[src/common/stdtm_pkg.sv]
package stdtm_pkg;
    // register byte offsets
    localparam logic [7:0] STDTM_OFF_CTRL0 = 8'h00;
    localparam logic [7:0] STDTM_OFF_CTRL1 = 8'h04;
    localparam logic [7:0] STDTM_OFF_CNT = 8'h08;
    localparam logic [7:0] STDTM_OFF_CMPA = 8'h0C;
    localparam logic [7:0] STDTM_OFF_CMPP = 8'h10;
    localparam logic [7:0] STDTM_OFF_FLAGS = 8'h14;
    // ctrl0 fields
    localparam int STDTM_C0_ENABLE = 0;
    localparam int STDTM_C0_CKSEL = 1;
    localparam int STDTM_C0_TRIG_FALL = 2;
    // ctrl1 (timer_ctrl1) fields
    localparam int STDTM_C1_CCLR = 0;
    localparam int STDTM_C1_DPX = 1;
    localparam int STDTM_C1_POL = 2;
    localparam int STDTM_C1_OC = 3;
    localparam int STDTM_C1_IO_LO = 4;
    localparam int STDTM_C1_MODE_LO = 6;
    // flag fields
    localparam int STDTM_FL_A = 0;
    localparam int STDTM_FL_P = 1;
    // reset value and bus response codes
    localparam logic [31:0] STDTM_RST_WORD = 32'h0000_0000;
    localparam logic [1:0] STDTM_RESP_OKAY = 2'h0;
    localparam logic [1:0] STDTM_RESP_SLVERR = 2'h2;
    // modes, pin functions and counter maximum
    localparam logic [1:0] STDTM_MODE_CMP = 2'h0;
    localparam logic [1:0] STDTM_MODE_PWM = 2'h2;
    localparam logic [1:0] STDTM_MODE_TMR = 2'h3;
    localparam logic [1:0] STDTM_IO_NONE = 2'h0;
    localparam logic [1:0] STDTM_IO_LOW = 2'h1;
    localparam logic [1:0] STDTM_IO_HIGH = 2'h2;
    localparam logic [1:0] STDTM_IO_TOG = 2'h3;
    localparam logic [1:0] STDTM_IO_INACT = 2'h0;
    localparam logic [1:0] STDTM_IO_ACT = 2'h1;
    localparam logic [1:0] STDTM_IO_PWM = 2'h2;
    localparam logic [1:0] STDTM_IO_PULSE = 2'h3;
    localparam logic [15:0] STDTM_CNT_MAX = 16'hFFFF;
endpackage

[src/design/stdtm_edge.sv]
`timescale 1ns/1ps
// one-cycle pulse on a selected edge of a synchronous input
module stdtm_edge (
    // clock and reset
    input wire logic MCLK_IN,
    input wire logic NRST_IN,
    // signal
    input wire logic sig_in,
    input wire logic fall_in,
    output logic edge_out
);
    logic prev;
    wire rise_w = sig_in & ~prev;
    wire fall_w = ~sig_in & prev;
    assign edge_out = fall_in ? fall_w : rise_w;
    always_ff @(posedge MCLK_IN or negedge NRST_IN) begin
        if (!NRST_IN) begin
            prev <= 1'b0;
        end else begin
            prev <= sig_in;
        end
    end
endmodule

[src/design/stdtm_top.sv]
`timescale 1ns/1ps
// Behaviour
// - compare mode, compare A zero: no A flag; with clear select 1 the counter wraps at FFFF
// - compare mode: pin moves only on A match or enable rise; P match never moves it
// - A match drives pin high, low or toggles per pin function
// - enable rising edge loads pin with initial level from out control
// - compare or mode 11, clear select 0: P match clears counter; both A and P flags raise
// - compare or mode 11, clear select 1: A match clears counter; P flag never raised
// - mode 11 counts and flags like compare mode, pin unused
// - PWM ignores clear select; period register chosen by swap bit
// - swap clear: P period, A duty; set: A period, P duty
// - P value in 256-clock units; zero means 65536 clocks
// - duty at or above period gives full-period active output
// - PWM raises separate A and P flags on each match
// - PWM: out control sets active level; pin function forces or enables
// - polarity bit inverts output pin
// - PWM counting continues while pin is forced to fixed level
// - single pulse: trigger pin edge sets enable bit unless pin is counting clock; beats A match and software write
// - enable high in single pulse starts counter, pulse leading edge
// - A match clears enable, ends pulse, raises flag; software clear ends too
// - single pulse zeroes counter only on enable rise; ignores P and bits
// - compare pin function: 00 none, 01 low, 10 high, 11 toggle
// - P compared with counter bits 15..8; zero lets counter overflow
module stdtm_top
    import stdtm_pkg::*;
#(
    parameter int CNT_W = 16
) (
    // clock and reset
    input wire logic MCLK_IN,
    input wire logic NRST_IN,
    // axi4-lite write address
    input wire logic [7:0] S_AXI_AWADDR_IN,
    input wire logic S_AXI_AWVALID_IN,
    output logic S_AXI_AWREADY_OUT,
    // axi4-lite write data
    input wire logic [31:0] S_AXI_WDATA_IN,
    input wire logic [3:0] S_AXI_WSTRB_IN,
    input wire logic S_AXI_WVALID_IN,
    output logic S_AXI_WREADY_OUT,
    // axi4-lite write response
    output logic [1:0] S_AXI_BRESP_OUT,
    output logic S_AXI_BVALID_OUT,
    input wire logic S_AXI_BREADY_IN,
    // axi4-lite read
    input wire logic [7:0] S_AXI_ARADDR_IN,
    input wire logic S_AXI_ARVALID_IN,
    output logic S_AXI_ARREADY_OUT,
    output logic [31:0] S_AXI_RDATA_OUT,
    output logic [1:0] S_AXI_RRESP_OUT,
    output logic S_AXI_RVALID_OUT,
    input wire logic S_AXI_RREADY_IN,
    // timer pins
    input wire logic EXT_TRIGGER_PIN_IN,
    input wire logic CNT_TICK_IN,
    output logic TIMER_PIN_OUT
);
    // software-visible state, plus internal pin level and enable delay
    logic timer_enable_bit;
    logic ext_clk_sel;
    logic trig_fall;
    logic [7:0] timer_ctrl1;
    logic [CNT_W-1:0] compare_a_value;
    logic [7:0] compare_p_value;
    logic [CNT_W-1:0] count;
    logic cmp_a_flag;
    logic cmp_p_flag;
    logic pin_lvl;
    logic en_prev;

    // control fields
    wire [1:0] mode_sel = timer_ctrl1[STDTM_C1_MODE_LO +: 2];
    wire [1:0] pin_func = timer_ctrl1[STDTM_C1_IO_LO +: 2];
    wire out_ctrl_bit = timer_ctrl1[STDTM_C1_OC];
    wire out_invert_bit = timer_ctrl1[STDTM_C1_POL];
    wire duty_period_swap = timer_ctrl1[STDTM_C1_DPX];
    wire clear_select_bit = timer_ctrl1[STDTM_C1_CCLR];
    wire is_pwm = (mode_sel == STDTM_MODE_PWM) && (pin_func != STDTM_IO_PULSE);
    wire is_pulse = (mode_sel == STDTM_MODE_PWM) && (pin_func == STDTM_IO_PULSE);
    wire is_cmp = (mode_sel == STDTM_MODE_CMP) || (mode_sel == STDTM_MODE_TMR);

    // counting clock: ext trigger pin edge or internal tick
    logic ext_edge;
    stdtm_edge u_edge (
        .MCLK_IN(MCLK_IN),
        .NRST_IN(NRST_IN),
        .sig_in(EXT_TRIGGER_PIN_IN),
        .fall_in(trig_fall),
        .edge_out(ext_edge)
    );
    wire tick = ext_clk_sel ? ext_edge : CNT_TICK_IN;
    wire step = timer_enable_bit & tick;

    // comparators; P only sees the high byte
    wire [CNT_W-1:0] cnt_inc = count + 1'b1;
    wire p_zero = (compare_p_value == 8'h00);
    wire a_zero = (compare_a_value == '0);
    wire cnt_wrap = (count == STDTM_CNT_MAX[CNT_W-1:0]);
    // P match: high byte of next count hits P, or overflow when P zero
    wire p_hit = p_zero ? cnt_wrap : (cnt_inc[CNT_W-1 -: 8] == compare_p_value) && (cnt_inc[CNT_W-9:0] == '0);
    wire a_hit = !a_zero && (cnt_inc == compare_a_value);
    wire a_hit_pwm = a_zero ? cnt_wrap : (cnt_inc == compare_a_value);

    // per-mode clear and flag decisions
    wire cmp_clr = clear_select_bit ? a_hit : p_hit;
    wire cmp_set_p = !clear_select_bit && p_hit;
    wire pwm_clr = duty_period_swap ? a_hit_pwm : p_hit;
    wire next_clear = is_cmp ? cmp_clr : (is_pwm ? pwm_clr : 1'b0);
    wire set_a = step && (is_pwm ? a_hit_pwm : a_hit);
    wire set_p = step && !is_pulse && (is_cmp ? cmp_set_p : p_hit);
    wire [CNT_W-1:0] next_count = next_clear ? '0 : cnt_inc;

    // pwm duty compare, extended so P zero means 65536
    wire [CNT_W:0] p_span = p_zero ? {1'b1, {CNT_W{1'b0}}} : {1'b0, compare_p_value, 8'h00};
    wire [CNT_W:0] a_span = {1'b0, compare_a_value};
    wire [CNT_W:0] period = duty_period_swap ? a_span : p_span;
    wire [CNT_W:0] duty = duty_period_swap ? p_span : a_span;
    wire pwm_act = (duty >= period) || ({1'b0, count} < duty);
    wire pwm_raw = (pin_func == STDTM_IO_ACT) ? 1'b1 : ((pin_func == STDTM_IO_INACT) ? 1'b0 : pwm_act);
    wire pwm_lvl = out_ctrl_bit ? pwm_raw : ~pwm_raw;

    function automatic logic reg_mapped(input logic [7:0] a);
        reg_mapped = (a == STDTM_OFF_CTRL0) || (a == STDTM_OFF_CTRL1) || (a == STDTM_OFF_CNT) ||
            (a == STDTM_OFF_CMPA) || (a == STDTM_OFF_CMPP) || (a == STDTM_OFF_FLAGS);
    endfunction

    // bus decode
    wire aw_take = S_AXI_AWVALID_IN && S_AXI_WVALID_IN && !S_AXI_BVALID_OUT;
    wire ar_take = S_AXI_ARVALID_IN && !S_AXI_RVALID_OUT;
    wire [7:0] waddr = S_AXI_AWADDR_IN;
    wire wr_c0 = aw_take && (waddr == STDTM_OFF_CTRL0) && S_AXI_WSTRB_IN[0];
    wire wr_c1 = aw_take && (waddr == STDTM_OFF_CTRL1) && S_AXI_WSTRB_IN[0];
    wire wr_a = aw_take && (waddr == STDTM_OFF_CMPA);
    wire wr_p = aw_take && (waddr == STDTM_OFF_CMPP) && S_AXI_WSTRB_IN[0];
    wire wr_fl = aw_take && (waddr == STDTM_OFF_FLAGS) && S_AXI_WSTRB_IN[0];
    wire w_map = reg_mapped(waddr);
    // a write stands for two edges; only the first one lands
    wire wr_once = !S_AXI_AWREADY_OUT;

    // enable: software, trigger edge in single pulse, A match ends pulse
    // trigger and pulse end still act in the write's second cycle
    wire sw_en = (wr_c0 && wr_once) ? S_AXI_WDATA_IN[STDTM_C0_ENABLE] : timer_enable_bit;
    wire trig_set = is_pulse && !ext_clk_sel && ext_edge;
    wire pulse_end = is_pulse && step && a_hit;
    wire next_enable = trig_set ? 1'b1 : (pulse_end ? 1'b0 : sw_en);
    wire en_rise = timer_enable_bit && !en_prev;

    function automatic logic cmp_pin(input logic cur, input logic [1:0] fn);
        cmp_pin = (fn == STDTM_IO_LOW) ? 1'b0 : (fn == STDTM_IO_HIGH) ? 1'b1 : (fn == STDTM_IO_TOG) ? ~cur : cur;
    endfunction

    // pin level before polarity
    wire pulse_lvl = timer_enable_bit ? out_ctrl_bit : ~out_ctrl_bit;
    wire next_pin = en_rise ? out_ctrl_bit :
        (mode_sel == STDTM_MODE_CMP) ? ((set_a) ? cmp_pin(pin_lvl, pin_func) : pin_lvl) :
        (mode_sel == STDTM_MODE_TMR) ? pin_lvl :
        is_pwm ? pwm_lvl : pulse_lvl;

    // read mux
    wire [31:0] rd_word = (S_AXI_ARADDR_IN == STDTM_OFF_CTRL0) ? {29'h0, trig_fall, ext_clk_sel, timer_enable_bit} :
        (S_AXI_ARADDR_IN == STDTM_OFF_CTRL1) ? {24'h0, timer_ctrl1} :
        (S_AXI_ARADDR_IN == STDTM_OFF_CNT) ? {{(32-CNT_W){1'b0}}, count} :
        (S_AXI_ARADDR_IN == STDTM_OFF_CMPA) ? {{(32-CNT_W){1'b0}}, compare_a_value} :
        (S_AXI_ARADDR_IN == STDTM_OFF_CMPP) ? {24'h0, compare_p_value} :
        (S_AXI_ARADDR_IN == STDTM_OFF_FLAGS) ? {30'h0, cmp_p_flag, cmp_a_flag} : 32'h0;
    wire r_map = reg_mapped(S_AXI_ARADDR_IN);

    // axi write channel
    always_ff @(posedge MCLK_IN or negedge NRST_IN) begin
        if (!NRST_IN) begin
            S_AXI_AWREADY_OUT <= 1'b0;
            S_AXI_WREADY_OUT <= 1'b0;
            S_AXI_BVALID_OUT <= 1'b0;
            S_AXI_BRESP_OUT <= STDTM_RESP_OKAY;
        end else begin
            S_AXI_AWREADY_OUT <= aw_take && !S_AXI_AWREADY_OUT;
            S_AXI_WREADY_OUT <= aw_take && !S_AXI_WREADY_OUT;
            if (S_AXI_AWREADY_OUT) begin
                S_AXI_BVALID_OUT <= 1'b1;
                S_AXI_BRESP_OUT <= w_map ? STDTM_RESP_OKAY : STDTM_RESP_SLVERR;
            end else if (S_AXI_BREADY_IN) begin
                S_AXI_BVALID_OUT <= 1'b0;
            end
        end
    end

    // axi read channel
    always_ff @(posedge MCLK_IN or negedge NRST_IN) begin
        if (!NRST_IN) begin
            S_AXI_ARREADY_OUT <= 1'b0;
            S_AXI_RVALID_OUT <= 1'b0;
            S_AXI_RDATA_OUT <= STDTM_RST_WORD;
            S_AXI_RRESP_OUT <= STDTM_RESP_OKAY;
        end else begin
            S_AXI_ARREADY_OUT <= ar_take && !S_AXI_ARREADY_OUT;
            if (ar_take && !S_AXI_ARREADY_OUT) begin
                S_AXI_RVALID_OUT <= 1'b1;
                S_AXI_RDATA_OUT <= rd_word;
                S_AXI_RRESP_OUT <= r_map ? STDTM_RESP_OKAY : STDTM_RESP_SLVERR;
            end else if (S_AXI_RREADY_IN) begin
                S_AXI_RVALID_OUT <= 1'b0;
            end
        end
    end

    // configuration registers; write taken only once per handshake
    always_ff @(posedge MCLK_IN or negedge NRST_IN) begin
        if (!NRST_IN) begin
            ext_clk_sel <= 1'b0;
            trig_fall <= 1'b0;
            timer_ctrl1 <= STDTM_RST_WORD[7:0];
            compare_a_value <= '0;
            compare_p_value <= STDTM_RST_WORD[7:0];
        end else if (wr_once) begin
            if (wr_c0) begin
                ext_clk_sel <= S_AXI_WDATA_IN[STDTM_C0_CKSEL];
                trig_fall <= S_AXI_WDATA_IN[STDTM_C0_TRIG_FALL];
            end
            if (wr_c1) begin
                timer_ctrl1 <= S_AXI_WDATA_IN[7:0];
            end
            if (wr_a) begin
                compare_a_value <= S_AXI_WDATA_IN[CNT_W-1:0];
            end
            if (wr_p) begin
                compare_p_value <= S_AXI_WDATA_IN[7:0];
            end
        end
    end

    // counter, enable, pin
    always_ff @(posedge MCLK_IN or negedge NRST_IN) begin
        if (!NRST_IN) begin
            timer_enable_bit <= 1'b0;
            en_prev <= 1'b0;
            count <= '0;
            pin_lvl <= 1'b0;
        end else begin
            timer_enable_bit <= next_enable;
            en_prev <= timer_enable_bit;
            if (timer_enable_bit && !en_prev) begin
                count <= '0;
            end else if (step) begin
                count <= next_count;
            end
            pin_lvl <= next_pin;
        end
    end

    // output through polarity, from a flop
    always_ff @(posedge MCLK_IN or negedge NRST_IN) begin
        if (!NRST_IN) begin
            TIMER_PIN_OUT <= 1'b0;
        end else begin
            TIMER_PIN_OUT <= (mode_sel == STDTM_MODE_TMR) ? 1'b0 : (next_pin ^ out_invert_bit);
        end
    end

    // sticky flags: hardware set beats software clear (write 1 clears)
    wire clr_a = wr_fl && wr_once && S_AXI_WDATA_IN[STDTM_FL_A];
    wire clr_p = wr_fl && wr_once && S_AXI_WDATA_IN[STDTM_FL_P];
    always_ff @(posedge MCLK_IN or negedge NRST_IN) begin
        if (!NRST_IN) begin
            cmp_a_flag <= 1'b0;
            cmp_p_flag <= 1'b0;
        end else begin
            cmp_a_flag <= set_a | (cmp_a_flag & ~clr_a);
            cmp_p_flag <= set_p | (cmp_p_flag & ~clr_p);
        end
    end

    // assertions
    a_flag_a_sticky: assert property (@(posedge MCLK_IN) disable iff (!NRST_IN)
        set_a |=> cmp_a_flag) else $error("A flag not set after match");
    a_no_p_cclr: assert property (@(posedge MCLK_IN) disable iff (!NRST_IN)
        (is_cmp && clear_select_bit) |-> !set_p) else $error("P flag raised with A clear");
    a_wrap_no_a: assert property (@(posedge MCLK_IN) disable iff (!NRST_IN)
        (is_cmp && a_zero && step) |-> !set_a) else $error("A flag with zero compare");
    a_enable_init: assert property (@(posedge MCLK_IN) disable iff (!NRST_IN)
        (timer_enable_bit && !en_prev && mode_sel == STDTM_MODE_CMP) |=> pin_lvl == $past(out_ctrl_bit))
        else $error("pin not initialised on enable");
    a_pulse_end: assert property (@(posedge MCLK_IN) disable iff (!NRST_IN)
        (pulse_end && !trig_set) |=> !timer_enable_bit) else $error("pulse did not stop enable");
    a_trig_sets: assert property (@(posedge MCLK_IN) disable iff (!NRST_IN)
        trig_set |=> timer_enable_bit) else $error("trigger did not set enable");
    a_cnt_restart: assert property (@(posedge MCLK_IN) disable iff (!NRST_IN)
        (timer_enable_bit && !en_prev) |=> count == '0) else $error("counter not zeroed on start");
    a_p_only_pin: assert property (@(posedge MCLK_IN) disable iff (!NRST_IN)
        (mode_sel == STDTM_MODE_CMP && !set_a && !en_rise) |=> $stable(pin_lvl))
        else $error("pin moved without A match");

    // compare and timer mode checks, then P byte and counter step checks for any mode
    wire cmp_act = (mode_sel == STDTM_MODE_CMP) && set_a && !en_rise;
    a_pin_toggle: assert property (@(posedge MCLK_IN) disable iff (!NRST_IN)
        (cmp_act && pin_func == STDTM_IO_TOG) |=> pin_lvl != $past(pin_lvl))
        else $error("pin did not toggle");
    a_pin_low: assert property (@(posedge MCLK_IN) disable iff (!NRST_IN)
        (cmp_act && pin_func == STDTM_IO_LOW) |=> !pin_lvl)
        else $error("pin not driven low");
    a_pin_high: assert property (@(posedge MCLK_IN) disable iff (!NRST_IN)
        (cmp_act && pin_func == STDTM_IO_HIGH) |=> pin_lvl)
        else $error("pin not driven high");
    a_p_clear: assert property (@(posedge MCLK_IN) disable iff (!NRST_IN)
        (is_cmp && !clear_select_bit && step && p_hit) |=> count == '0)
        else $error("P match did not clear");
    a_p_flag_raise: assert property (@(posedge MCLK_IN) disable iff (!NRST_IN)
        (is_cmp && !clear_select_bit && step && p_hit) |=> cmp_p_flag)
        else $error("P flag missing");
    a_a_clear: assert property (@(posedge MCLK_IN) disable iff (!NRST_IN)
        (is_cmp && clear_select_bit && step && a_hit) |=> count == '0)
        else $error("A match did not clear");
    a_tmr_pin: assert property (@(posedge MCLK_IN) disable iff (!NRST_IN)
        (mode_sel == STDTM_MODE_TMR) |=> !TIMER_PIN_OUT)
        else $error("pin used in timer mode");
    a_p_high_byte: assert property (@(posedge MCLK_IN) disable iff (!NRST_IN)
        (step && !p_zero && p_hit) |-> &count[CNT_W-9:0])
        else $error("P match off byte boundary");
    a_count_step: assert property (@(posedge MCLK_IN) disable iff (!NRST_IN)
        (step && !next_clear && !en_rise) |=> count == $past(cnt_inc))
        else $error("counter did not step");

    // pwm, polarity and pulse checks
    a_pwm_period: assert property (@(posedge MCLK_IN) disable iff (!NRST_IN)
        (is_pwm && step && (duty_period_swap ? a_hit_pwm : p_hit)) |=> count == '0)
        else $error("period match did not clear");
    a_full_duty: assert property (@(posedge MCLK_IN) disable iff (!NRST_IN)
        (is_pwm && pin_func == STDTM_IO_PWM && duty >= period && !en_rise) |=> TIMER_PIN_OUT == $past(out_ctrl_bit ^ out_invert_bit))
        else $error("full duty not active");
    a_pwm_p_flag: assert property (@(posedge MCLK_IN) disable iff (!NRST_IN)
        (is_pwm && step && p_hit) |=> cmp_p_flag)
        else $error("pwm P flag missing");
    a_force_level: assert property (@(posedge MCLK_IN) disable iff (!NRST_IN)
        (is_pwm && pin_func == STDTM_IO_INACT && !en_rise) |=> TIMER_PIN_OUT == $past(~out_ctrl_bit ^ out_invert_bit))
        else $error("forced level wrong");
    a_out_polarity: assert property (@(posedge MCLK_IN) disable iff (!NRST_IN)
        (mode_sel != STDTM_MODE_TMR) |=> TIMER_PIN_OUT == (pin_lvl ^ $past(out_invert_bit)))
        else $error("polarity not applied");
    a_forced_counts: assert property (@(posedge MCLK_IN) disable iff (!NRST_IN)
        (is_pwm && pin_func != STDTM_IO_PWM && step && !pwm_clr && !en_rise) |=> count == $past(cnt_inc))
        else $error("forced pwm stopped counting");
    a_pulse_lead: assert property (@(posedge MCLK_IN) disable iff (!NRST_IN)
        (is_pulse && timer_enable_bit) |=> pin_lvl == $past(out_ctrl_bit))
        else $error("pulse not active");
    a_pulse_trail: assert property (@(posedge MCLK_IN) disable iff (!NRST_IN)
        (is_pulse && !timer_enable_bit) |=> pin_lvl != $past(out_ctrl_bit))
        else $error("pulse not ended");
endmodule

[config.mk]
export PLATFORM = sky130hd
export DESIGN_NAME = stdtm_top
export DESIGN_NICKNAME = d
export VERILOG_FILES = /design/src/common/stdtm_pkg.sv /design/src/design/stdtm_edge.sv /design/src/design/stdtm_top.sv
export SDC_FILE = /design/constraint.sdc
export NUM_CORES = 1
export LEC_CHECK = 0
export ABC_AREA = 0
export BUFFER_PORTS_ARGS = -buffer_cell sky130_fd_sc_hd__buf_2
export CAP_MARGIN = 20
export CORE_ASPECT_RATIO = 0.6
export CORE_MARGIN = 10
export CORE_UTILIZATION = 45
export CTS_CLUSTER_DIAMETER = 60
export DETAILED_ROUTE_END_ITERATION = 6
export PLACE_DENSITY = 0.69
export SYNTH_ARGS = -nofsm -noshare
export SYNTH_HDL_FRONTEND = slang
export SYNTH_SLANG_ARGS = --single-unit
[constraint.sdc]
create_clock -name MCLK_IN -period 2.8 [get_ports MCLK_IN]
set_input_delay 0.56 -clock MCLK_IN [delete_from_list [all_inputs] [get_ports MCLK_IN]]
set_output_delay 0.56 -clock MCLK_IN [all_outputs]
set_load 0.02 [all_outputs]
==> impl_metrics.py, run 1 <==
metrics = {
    "global_routing": {
        "antenna_found_initial": 0,
        "grt_pass1_wl_um": 35490,
        "grt_max_degree": 81,
        "grt_usage_pct": 24.76,
        "grt_pass1_vias": 6046,
        "grt-ovfl-total": 0,
    },
    "worst_setup_path": {
        "crit_slowest_cell": "a221o_2",
        "cpMostUsedCell": "buf_12",
        "arrival_ns": 3.32,
        "critPathCaptureType": "register",
        "path_max_fanout": 8,
        "crit_chain": "ha_4, nand3_4, buf_12, buf_6, or4_4, a21oi_2, a311oi_2, and4_1, a221o_2, buf_12, nor2_4, nand2_1, mux2i_1",
        "crit_required_ns": 3.06,
        "cp-start-kind": "register",
        "cp_slowest_stage_delay_ns": 0.43,
        "worstSetupPathType": "register to register",
    },
    "clocking": {
        "postCtsHoldBufs": 0,
        "cts_max_level": 3,
        "clockBufferDepth": 2,
        "numCtsBuffers": 9,
        "cts-root-buf": "clkbuf_16",
        "clk_latency_ns": 0.35,
        "cts_tree": "done",
        "cts.sink_count": 80,
        "path_clk_slew_ns": 0.07,
    },
    "power_and_ir_drop": {
        "intPower_w": 0.002123,
        "clkPwrFrac_pct": 42.7,
        "p_switching_w": 0.0008755,
        "seqPwrFrac_pct": 40.8,
        "share_comb_of_total_power_pct": 16.5,
        "finalPower_w": 0.002998,
        "power_density_nw_per_um2": 358.5,
        "power.leakage_nw": 4.037,
        "switching_share_pct": 29.20,
        "ir_worst_vdd_v": 0.0003211,
    },
    "logic_synthesis": {
        "ys_ff_latch": 80,
        "ys_seq_area_share_pct": 32.88,
        "synth_cells": 677,
        "synth_largest_area_cell": "dfrtp_1",
        "ys_warn_count": 0,
        "syn_area_um2": 6088,
        "yosys_most_used_dff": "dfrtp_1",
        "synth_edf_count": 0,
        "synthTopCellsByArea": "dfrtp_1, mux2_2, ha_1",
        "netlist-cell-type-count": 76,
        "synth-async-reset-ratio_pct": 100.0,
        "synth_top_area_share_pct": 32.88,
        "avgSynthCellArea_um2": 8.993,
    },
    "drt": {
        "wl_per_cell_um": 22.87,
        "dr.pass1.iters": 7,
        "drt-initial-drc-count": 835,
        "vias_per_cell": 6.104,
        "via_count": 6360,
        "drc": 0,
        "ant_nets": 0,
        "wl_um": 23830,
    },
    "die": {
        "start_util_pct": 46.64,
        "die_y_um": 110.1,
        "pin_count": 103,
        "rows": 32,
        "dieArea_um2": 18740,
        "die_w_um": 170.2,
        "core_area_um2": 13050,
    },
    "place": {
        "pre_cts_ws_ns": -0.3758,
        "gp_congestion": 1.006,
        "dp_hpwl_um": 17550,
        "placedCellCount": 989,
        "place_area_um2": 7298,
        "io_buffers": 65,
    },
    "sta": {
        "maxSlewHeadroom_pct": 32.89,
        "final-hold-violation-count": 0,
        "slew_viol_final": 0,
        "timing.final.crit_period_ns": 3.060,
        "final-setup-viol-count": 18,
        "rsz0062_at_grt": "true",
        "fin_crit_sh_pct": 109.3,
        "worstMarginPinSlew_ns": 1.004,
        "fin_skew_ns": 0.007046,
        "layout_setup_ws_ns": -0.2598,
        "max_freq_ghz": 0.3268,
    },
    "run": {
        "drv_cap": 0,
    },
    "cells_and_area": {
        "antenna_cells": 0,
        "drive_gt1_share_pct": 40.83,
        "final_util_pct": 64.08,
        "final_area_um2": 8364,
        "syn_to_final_growth_pct": 37.38,
        "final_nets": 956,
        "stdcell_count": 1042,
        "fillCellCount": 1111,
    },
    "outcome": {
        "status": "finished with violations",
        "violations": "negative setup slack",
    },
    "hold_path": {
        "hp-class": "primary input to asynchronous set/reset pin",
    },
}
[final timing paths]
kind	slack, ns	depth (start not counted)	start	endpoint
worst max-delay path	-0.26	13	count[1]	count[6]
worst min-delay path	0.10	1	NRST_IN	S_AXI_RDATA_OUT[0]
worst max register to register	-0.26	13	count[1]	count[6]
worst min register to register	0.43	1	S_AXI_WREADY_OUT	S_AXI_WREADY_OUT
max in group asynchronous	2.05	2	NRST_IN	count[3]
min in group MCLK_IN	0.36	1	EXT_TRIGGER_PIN_IN	u_edge.prev
[synth_stat cells (all sizes together) (15+ instances only)]
master,count
dfrtp,80
nor2,43
nand3,15
nor3,18
inv,24
o21ai,42
a22o,16
ha,28
mux2,40
mux2i,26
buf,35
clkbuf,32
a21oi,24
nand2,73
[layout make-up]
cell class                      instances  area, um2  share of cell area [%]
Clock inverter                          6      75.07                  0.8975
Timing Repair Buffer                  227       1665                   19.91
Clock buffer                           10      239.0                   2.857
Sequential cell                        80       2009                   24.02
Multi-Input combinational cell        525       4069                   48.65
Inverter                               24      93.84                   1.122
Tap cell                              170      212.7                   2.543
[cell families (layout without fill, tap and decap cells)]
group | Yosys count | in the layout | share of synthesized area [%]
XOR/XNOR | 25 | 25 | 3.822
flip-flops | 80 | 80 | 32.88
buffers and inverters | 91 | 267 | 7.727
other | 1 | 18 | 0.06159
adder cells (fa/ha/maj) | 28 | 28 | 5.754
AND/OR/NAND/NOR | 225 | 227 | 19.63
AO/OA/AOI/OAI | 161 | 161 | 18.45
multiplexers | 66 | 66 | 11.67
[worst max-delay path: cells and delay by family (launching register included)]
family / cells / cell delay (ns)
DFF: 1 / 0.42
and+or+nand+nor: 5 / 1.13
buffers and inverters: 3 / 0.44
adders and majority gates: 1 / 0.16
muxes: 1 / 0.16
AOI/OAI and AO/OA: 3 / 0.67
[stage by stage]
step,hold WS (ns),setup TNS (ns)
after floorplan,0.2644,0
after global placement,0.4137,-1.864
after detailed placement,0.4142,-2.457
after CTS,0.3473,-1.059
after global routing,0.1222,-3.952
final,0.1038,-2.553
[registers in the layout, indices dropped and copies added (netlist names)]
register / count
count: 16
S_AXI_WREADY_OUT: 1
cmp_p_flag: 1
trig_fall: 1
ext_clk_sel: 1
compare_a_value: 16
S_AXI_RDATA_OUT: 16
S_AXI_BRESP_OUT: 1
compare_p_value: 8
S_AXI_AWREADY_OUT: 1
S_AXI_BVALID_OUT: 1
S_AXI_RVALID_OUT: 1
en_prev: 1
u_edge.prev: 1
TIMER_PIN_OUT: 1
S_AXI_ARREADY_OUT: 1
timer_ctrl1: 8
S_AXI_RRESP_OUT: 1
pin_lvl: 1
timer_enable_bit: 1
cmp_a_flag: 1
[power by group through the flow]
stage	Combinational, W	Clock, W	Sequential (W)
floorplan	0.000224	0	0.00126
global placement	0.000422	0	0.00124
detailed placement	0.000434	0	0.00124
CTS	0.000453	0.00130	0.00122
global route	0.000526	0.00134	0.00123
finish	0.000494	0.00128	0.00122
[placed cells by master (no fill, tap or decap), types with 7 or more instances in the layout]
| cell type | Yosys | final |
|---|---|---|
| xor2_1 | 10 | 10 |
| o21ai_0 | 39 | 33 |
| xnor2_1 | 14 | 13 |
| nor4_1 | 12 | 8 |
| nand4_1 | 10 | 10 |
| buf_6 | 5 | 17 |
| mux2_2 | 40 | 38 |
| buf_4 | 22 | 142 |
| inv_1 | 24 | 22 |
| dfrtp_1 | 80 | 74 |
| conb_1 | 1 | 18 |
| a22o_1 | 16 | 16 |
| mux2i_1 | 26 | 23 |
| buf_2 | 7 | 64 |
| clkbuf_16 | 0 | 9 |
| a21oi_1 | 24 | 21 |
| nor3_1 | 17 | 14 |
| nand2_1 | 73 | 72 |
| nor2_1 | 42 | 41 |
| nor2b_1 | 7 | 7 |
| o31ai_1 | 10 | 9 |
| nand3_1 | 14 | 14 |
| o21ai_1 | 3 | 7 |
| ha_1 | 28 | 24 |
[per-layer routing]
layer / routed length (um) / global-route usage, %
met1: 10920 / 35.76
met2: 9571 / 34.36
met3: 3003 / 8.946
met4: 301 / 5.047
met5: 36 / 0
[repair_timing]
action	in CTS	in global routing
resized for setup	62	29
pin swaps	36	31
gates cloned	2	0
setup buffers	26	8
setup endpoints to repair	17	20
Power figures use the tool's default switching activity.
==> inputs of run 2 (changes only) <==
==> constraint.sdc (replaced) <==
create_clock -name MCLK_IN -period 2.8 [get_ports MCLK_IN]
set_input_delay 0.14 -clock MCLK_IN [delete_from_list [all_inputs] [get_ports MCLK_IN]]
set_output_delay 0.14 -clock MCLK_IN [all_outputs]
set_load 0.02 [all_outputs]
==> impl_metrics.py, run 2 (synthesized netlist as in run 1, its figures left out) <==
metrics = {
    "sta": {
        "maxSlewHeadroom_pct": 35.92,
        "fin_skew_ns": 0.009523,
        "rsz0062_at_grt": "true",
        "fin_crit_sh_pct": 108.1,
        "layout_setup_ws_ns": -0.2282,
        "final-hold-violation-count": 0,
        "final-setup-viol-count": 17,
        "slew_viol_final": 0,
        "timing.final.crit_period_ns": 3.028,
        "worstMarginPinSlew_ns": 0.9588,
        "max_freq_ghz": 0.3302,
    },
    "clocking": {
        "cts_max_level": 3,
        "numCtsBuffers": 9,
        "clk_latency_ns": 0.35,
        "cts.sink_count": 80,
        "path_clk_slew_ns": 0.07,
        "clockBufferDepth": 2,
        "cts-root-buf": "clkbuf_16",
        "cts_tree": "done",
    },
    "global_routing": {
        "grt_max_degree": 67,
        "grt-ovfl-total": 0,
        "antenna_found_initial": 0,
        "grt_pass1_wl_um": 35360,
        "grt_pass1_vias": 6032,
        "grt_usage_pct": 24.50,
    },
    "drt": {
        "wl_met1_um": 10610,
        "drt-initial-drc-count": 760,
        "dr.pass1.iters": 6,
        "wl_per_cell_um": 22.53,
        "met3_length_um": 3094,
        "via_count": 6247,
        "highest_layer": "met4",
        "drc": 0,
        "wl_met2_um": 9233,
        "ant_nets": 0,
        "vias_per_cell": 6.077,
        "wl_um": 23160,
    },
    "die": {
        "die_y_um": 110.1,
        "dieArea_um2": 18740,
        "pin_count": 103,
        "core_area_um2": 13050,
        "rows": 32,
        "start_util_pct": 46.64,
        "die_w_um": 170.2,
    },
    "worst_setup_path": {
        "cp-start-kind": "register",
        "crit_chain": "nor4_1, nand2_1, nand4_1, a311o_1, nor4_2, a221o_2, nor2_4, buf_6, buf_6, nand2_1, mux2i_1",
        "worstSetupPathType": "register to register",
        "arrival_ns": 3.29,
        "r2r-start": "compare_p_value[0]",
        "critPathCaptureType": "register",
        "path_buf_inv": 2,
        "crit_slowest_cell": "nor4_1",
        "path_max_fanout": 8,
        "crit_required_ns": 3.07,
        "startpoint": "compare_p_value[0]",
        "crit_family": "simple AND/OR/NAND/NOR gates",
        "cp_slowest_stage_delay_ns": 0.60,
    },
    "place": {
        "dp_hpwl_um": 17600,
        "placedCellCount": 989,
        "io_buffers": 65,
        "gp_congestion": 0.9760,
    },
    "cells_and_area": {
        "final_nets": 941,
        "drive_gt1_share_pct": 38.04,
        "final_cell_mix": "buf_4, dfrtp_1, nand2_1, buf_2, nor2_1",
        "syn_to_final_growth_pct": 32.76,
        "top_regs": "S_AXI_RDATA_OUT: 16 flops, compare_a_value: 16 flops, count: 16 flops",
        "mostFrequentLayoutCell": "buf_4",
        "final_util_pct": 61.92,
        "stdcell_count": 1028,
    },
    "power_and_ir_drop": {
        "intPower_w": 0.002085,
        "power.leakage_nw": 3.944,
        "ir_worst_vdd_v": 0.0002885,
        "switching_share_pct": 29.22,
        "clkPwrFrac_pct": 42.6,
        "seqPwrFrac_pct": 41.6,
        "share_comb_of_total_power_pct": 15.8,
        "p_switching_w": 0.0008606,
        "power_density_nw_per_um2": 364.4,
    },
    "hold_path": {
        "hp-class": "primary input to register",
        "min-delay-start": "S_AXI_WDATA_IN[14]",
    },
    "run": {
        "drv_cap": 0,
    },
    "outcome": {
        "status": "finished with violations",
        "violations": "negative setup slack",
    },
}
-- run 2: layer usage --
layer,track usage (%),vias to the layer above
met3,10.19,36
met4,3.988,0
met5,0,-
met2,34.81,376
li1,-,2798
met1,34.35,3037
-- run 2: power by group through the flow --
stage	Clock [W]	Combinational (W)	Sequential (W)
floorplan	0	0.000224	0.00126
global placement	0	0.000409	0.00124
finish	0.00125	0.000465	0.00123
CTS	0.00128	0.000443	0.00122
detailed placement	0	0.000421	0.00125
global route	0.00132	0.000501	0.00123
-- run 2: area by class of cell --
cell class | instances | area (um2)
Timing Repair Buffer | 214 | 1524
Fill cell | 1139 | 4970
Tap cell | 170 | 212.7
Multi-Input combinational cell | 523 | 3928
Clock inverter | 7 | 87.58
Inverter | 24 | 93.84
Clock buffer | 9 | 225.2
Antenna cell | 1 | 2.502
Sequential cell | 80 | 2009
-- run 2: path summary, 6_finish.rpt --
| kind | to | slack [ns] | cells past startpoint |
|---|---|---|---|
| worst max-delay path | count[4] | -0.23 | 11 |
| worst max register to register | count[4] | -0.23 | 11 |
| max in group asynchronous | count[8] | 1.58 | 3 |
| worst min-delay path | compare_a_value[14] | 0.03 | 2 |
| worst min register to register | S_AXI_WREADY_OUT | 0.43 | 1 |
| min in group asynchronous | S_AXI_ARREADY_OUT | 0.45 | 2 |
-- run 2: timing repair --
| item | in CTS | in global routing |
|---|---|---|
| pin swaps | 27 | 26 |
| setup buffers | 12 | 7 |
| endpoints found under the hold margin | 66 | 0 |
| hold buffers | 3 | 0 |
| gates resized for setup | 29 | 33 |
| setup endpoints to repair | 17 | 19 |
-- run 2: stage by stage --
stage | total power (W) | hold WS, ns | setup slack [ns] | instance area, um2 | TNS, ns
6_report | 0.002945 | 0.02599 | -0.2282 | 8083 | -2.555
5_1_grt | 0.003049 | 0.03287 | -0.3318 | 8080 | -3.435
4_1_cts | 0.002945 | 0.02129 | -0.1550 | 7866 | -1.593
3_5_place_dp | 0.001667 | 0.2812 | -0.2373 | 7311 | -2.034
3_3_place_gp | 0.001653 | 0.2743 | -0.1865 | 7311 | -1.226
2_1_floorplan | 0.001487 | -0.1556 | 0.006900 | 6203 | 0
-- run 2: worst register-to-register path, cell delays in order (launching register included) --
cell	delay, ns
dfrtp_2	0.48
nor4_1	0.60
nand2_1	0.24
nand4_1	0.24
a311o_1	0.18
nor4_2	0.07
a221o_2	0.41
nor2_4	0.32
buf_6	0.17
buf_6	0.08
nand2_1	0.04
mux2i_1	0.12
==> inputs of run 3 (changes only) <==
- MAX_ROUTING_LAYER: not set -> met4
==> impl_metrics.py, run 3 (synthesized netlist as in run 1, its figures left out) <==
metrics = {
    "sta": {
        "worstMarginPinSlew_ns": 1.016,
        "fin_skew_ns": 0.009114,
        "final-hold-violation-count": 0,
        "maxSlewHeadroom_pct": 32.11,
        "layout_setup_ws_ns": -0.1768,
        "slew_viol_final": 0,
        "final-setup-viol-count": 15,
        "max_freq_ghz": 0.3359,
        "timing.final.crit_period_ns": 2.977,
        "rsz0062_at_grt": "true",
        "fin_crit_sh_pct": 106.3,
    },
    "cells_and_area": {
        "mostFrequentLayoutCell": "buf_4",
        "final_area_um2": 7991,
        "top_regs": "S_AXI_RDATA_OUT: 16 flops, compare_a_value: 16 flops, count: 16 flops",
        "syn_to_final_growth_pct": 31.26,
        "final_util_pct": 61.23,
        "drive_gt1_share_pct": 37.87,
        "final_nets": 929,
        "antenna_cells": 0,
        "final_cell_mix": "buf_4, dfrtp_1, nand2_1, buf_2, nor2_1",
    },
    "global_routing": {
        "grt_pass1_wl_um": 35160,
        "antenna_found_initial": 0,
        "grt-ovfl-total": 0,
        "grt_usage_pct": 25.30,
        "grt_pass1_vias": 5983,
        "grt_max_degree": 60,
    },
    "die": {
        "pin_count": 103,
        "dieArea_um2": 18740,
        "die_y_um": 110.1,
        "die_w_um": 170.2,
        "rows": 32,
        "core_area_um2": 13050,
        "start_util_pct": 46.64,
    },
    "worst_setup_path": {
        "path_max_fanout": 7,
        "arrival_ns": 3.21,
        "worstSetupPathType": "register to register",
        "cp-start-kind": "register",
        "crit_required_ns": 3.03,
        "critPathCaptureType": "register",
    },
    "place": {
        "io_buffers": 65,
        "gp_congestion": 0.9536,
        "place_area_um2": 7223,
        "dp_hpwl_um": 17820,
        "pre_cts_ws_ns": -0.3965,
    },
    "hold_path": {
        "hp-class": "primary input to register",
    },
    "power_and_ir_drop": {
        "power_density_nw_per_um2": 376.1,
        "power.leakage_nw": 3.885,
        "ir_worst_vdd_v": 0.0002423,
    },
    "outcome": {
        "status": "finished with violations",
        "violations": "negative setup slack",
    },
    "run": {
        "drv_cap": 0,
    },
    "drt": {
        "wl_um": 22920,
        "dr.pass1.iters": 5,
        "vias_per_cell": 6.030,
        "ant_nets": 0,
        "via_count": 6120,
        "drt-initial-drc-count": 653,
        "drc": 0,
        "wl_per_cell_um": 22.59,
    },
    "clocking": {
        "path_clk_slew_ns": 0.07,
        "clk_latency_ns": 0.34,
        "cts.sink_count": 80,
        "numCtsBuffers": 9,
        "cts-root-buf": "clkbuf_16",
        "cts_tree": "done",
        "clockBufferDepth": 2,
        "cts_max_level": 3,
    },
}
==> run 3: changes by cell type in the layout (fill, tap and decap cells not counted), moves of 2 or more <==
cell / previous run / this run
a21oi_2: 4 / 6
buf_6: 10 / 12
buf_4: 134 / 123
or3_1: 4 / 2
or3_4: 0 / 2
o21ai_0: 37 / 35
o21ai_1: 2 / 5
nor2_2: 0 / 2
buf_12: 2 / 0
==> run 3: critical path, stage by stage, from the launching register on <==
cell and delay (ns):
dfrtp_2 0.44, ha_4 0.17, nand3_4 0.15, buf_6 0.17, nor3_4 0.13, xnor3_1 0.26
or4_4 0.52, nor4b_4 0.26, o22a_2 0.24, nor2_4 0.10, and3_1 0.17, a221o_1 0.25
==> run 3: timing repair <==
action / CTS / global route
pin swaps: 19 / 34
cloned: 1 / 0
buffers inserted: 8 / 9
hold buffers: 2 / 0
setup endpoints to repair: 19 / 19
resized for setup: 53 / 16
hold endpoints to repair: 58 / 0
==> run 3: final timing paths <==
path                                  start                  to  slack (ns)  depth (start not counted)
max                                count[1]           count[14]       -0.18                         11
min                         S_AXI_RREADY_IN    S_AXI_RVALID_OUT       0.002                          2
max reg2reg                        count[1]           count[14]       -0.18                         11
min reg2reg                S_AXI_WREADY_OUT    S_AXI_WREADY_OUT        0.43                          1
max in group asynchronous           NRST_IN           count[10]        1.63                          3
min in group asynchronous           NRST_IN  S_AXI_RDATA_OUT[5]        0.43                          2
==> run 3: layout make-up <==
type	instances	area (um2)
fillers	1147	5061
multi-input cells	524	3949
flip-flops and latches	80	2011
repair buffers	201	1399
clock buffers	9	225.2
well taps	170	212.7
clock inverters	7	101.3
inverters	24	93.84
==> run 3: where the power goes <==
group          total [W]  leakage (nW)  internal (W)  switching (W)
combinational   0.000455          2.66      0.000175       0.000280
clock            0.00132         0.158      0.000793       0.000531
sequential       0.00123          1.07       0.00119      0.0000336
total            0.00301          3.88       0.00216       0.000845
==> run 3: metal layers <==
layer | share of wire (%) | global-route usage (%) | up-vias
li1 | - | - | 2768
met1 | 47 | 35.71 | 2966
met2 | 40 | 34.76 | 356
met3 | 12 | 8.200 | 30
met4 | 0.88 | 3.988 | 0
met5 | 0 | - | -
==> run 3: stage by stage <==
step           TNS (ns)  hold slack (ns)  instances  total power [W]
3_5_place_dp     -3.211           0.2671        979         0.001660
3_3_place_gp     -4.197           0.2436        979         0.001647
5_1_grt          -2.956          0.02632       1015         0.003124
4_1_cts          -1.424         0.009978       1006         0.003012
6_report         -1.513         0.002282       1015         0.003006
2_1_floorplan         0          -0.1556        694         0.001487
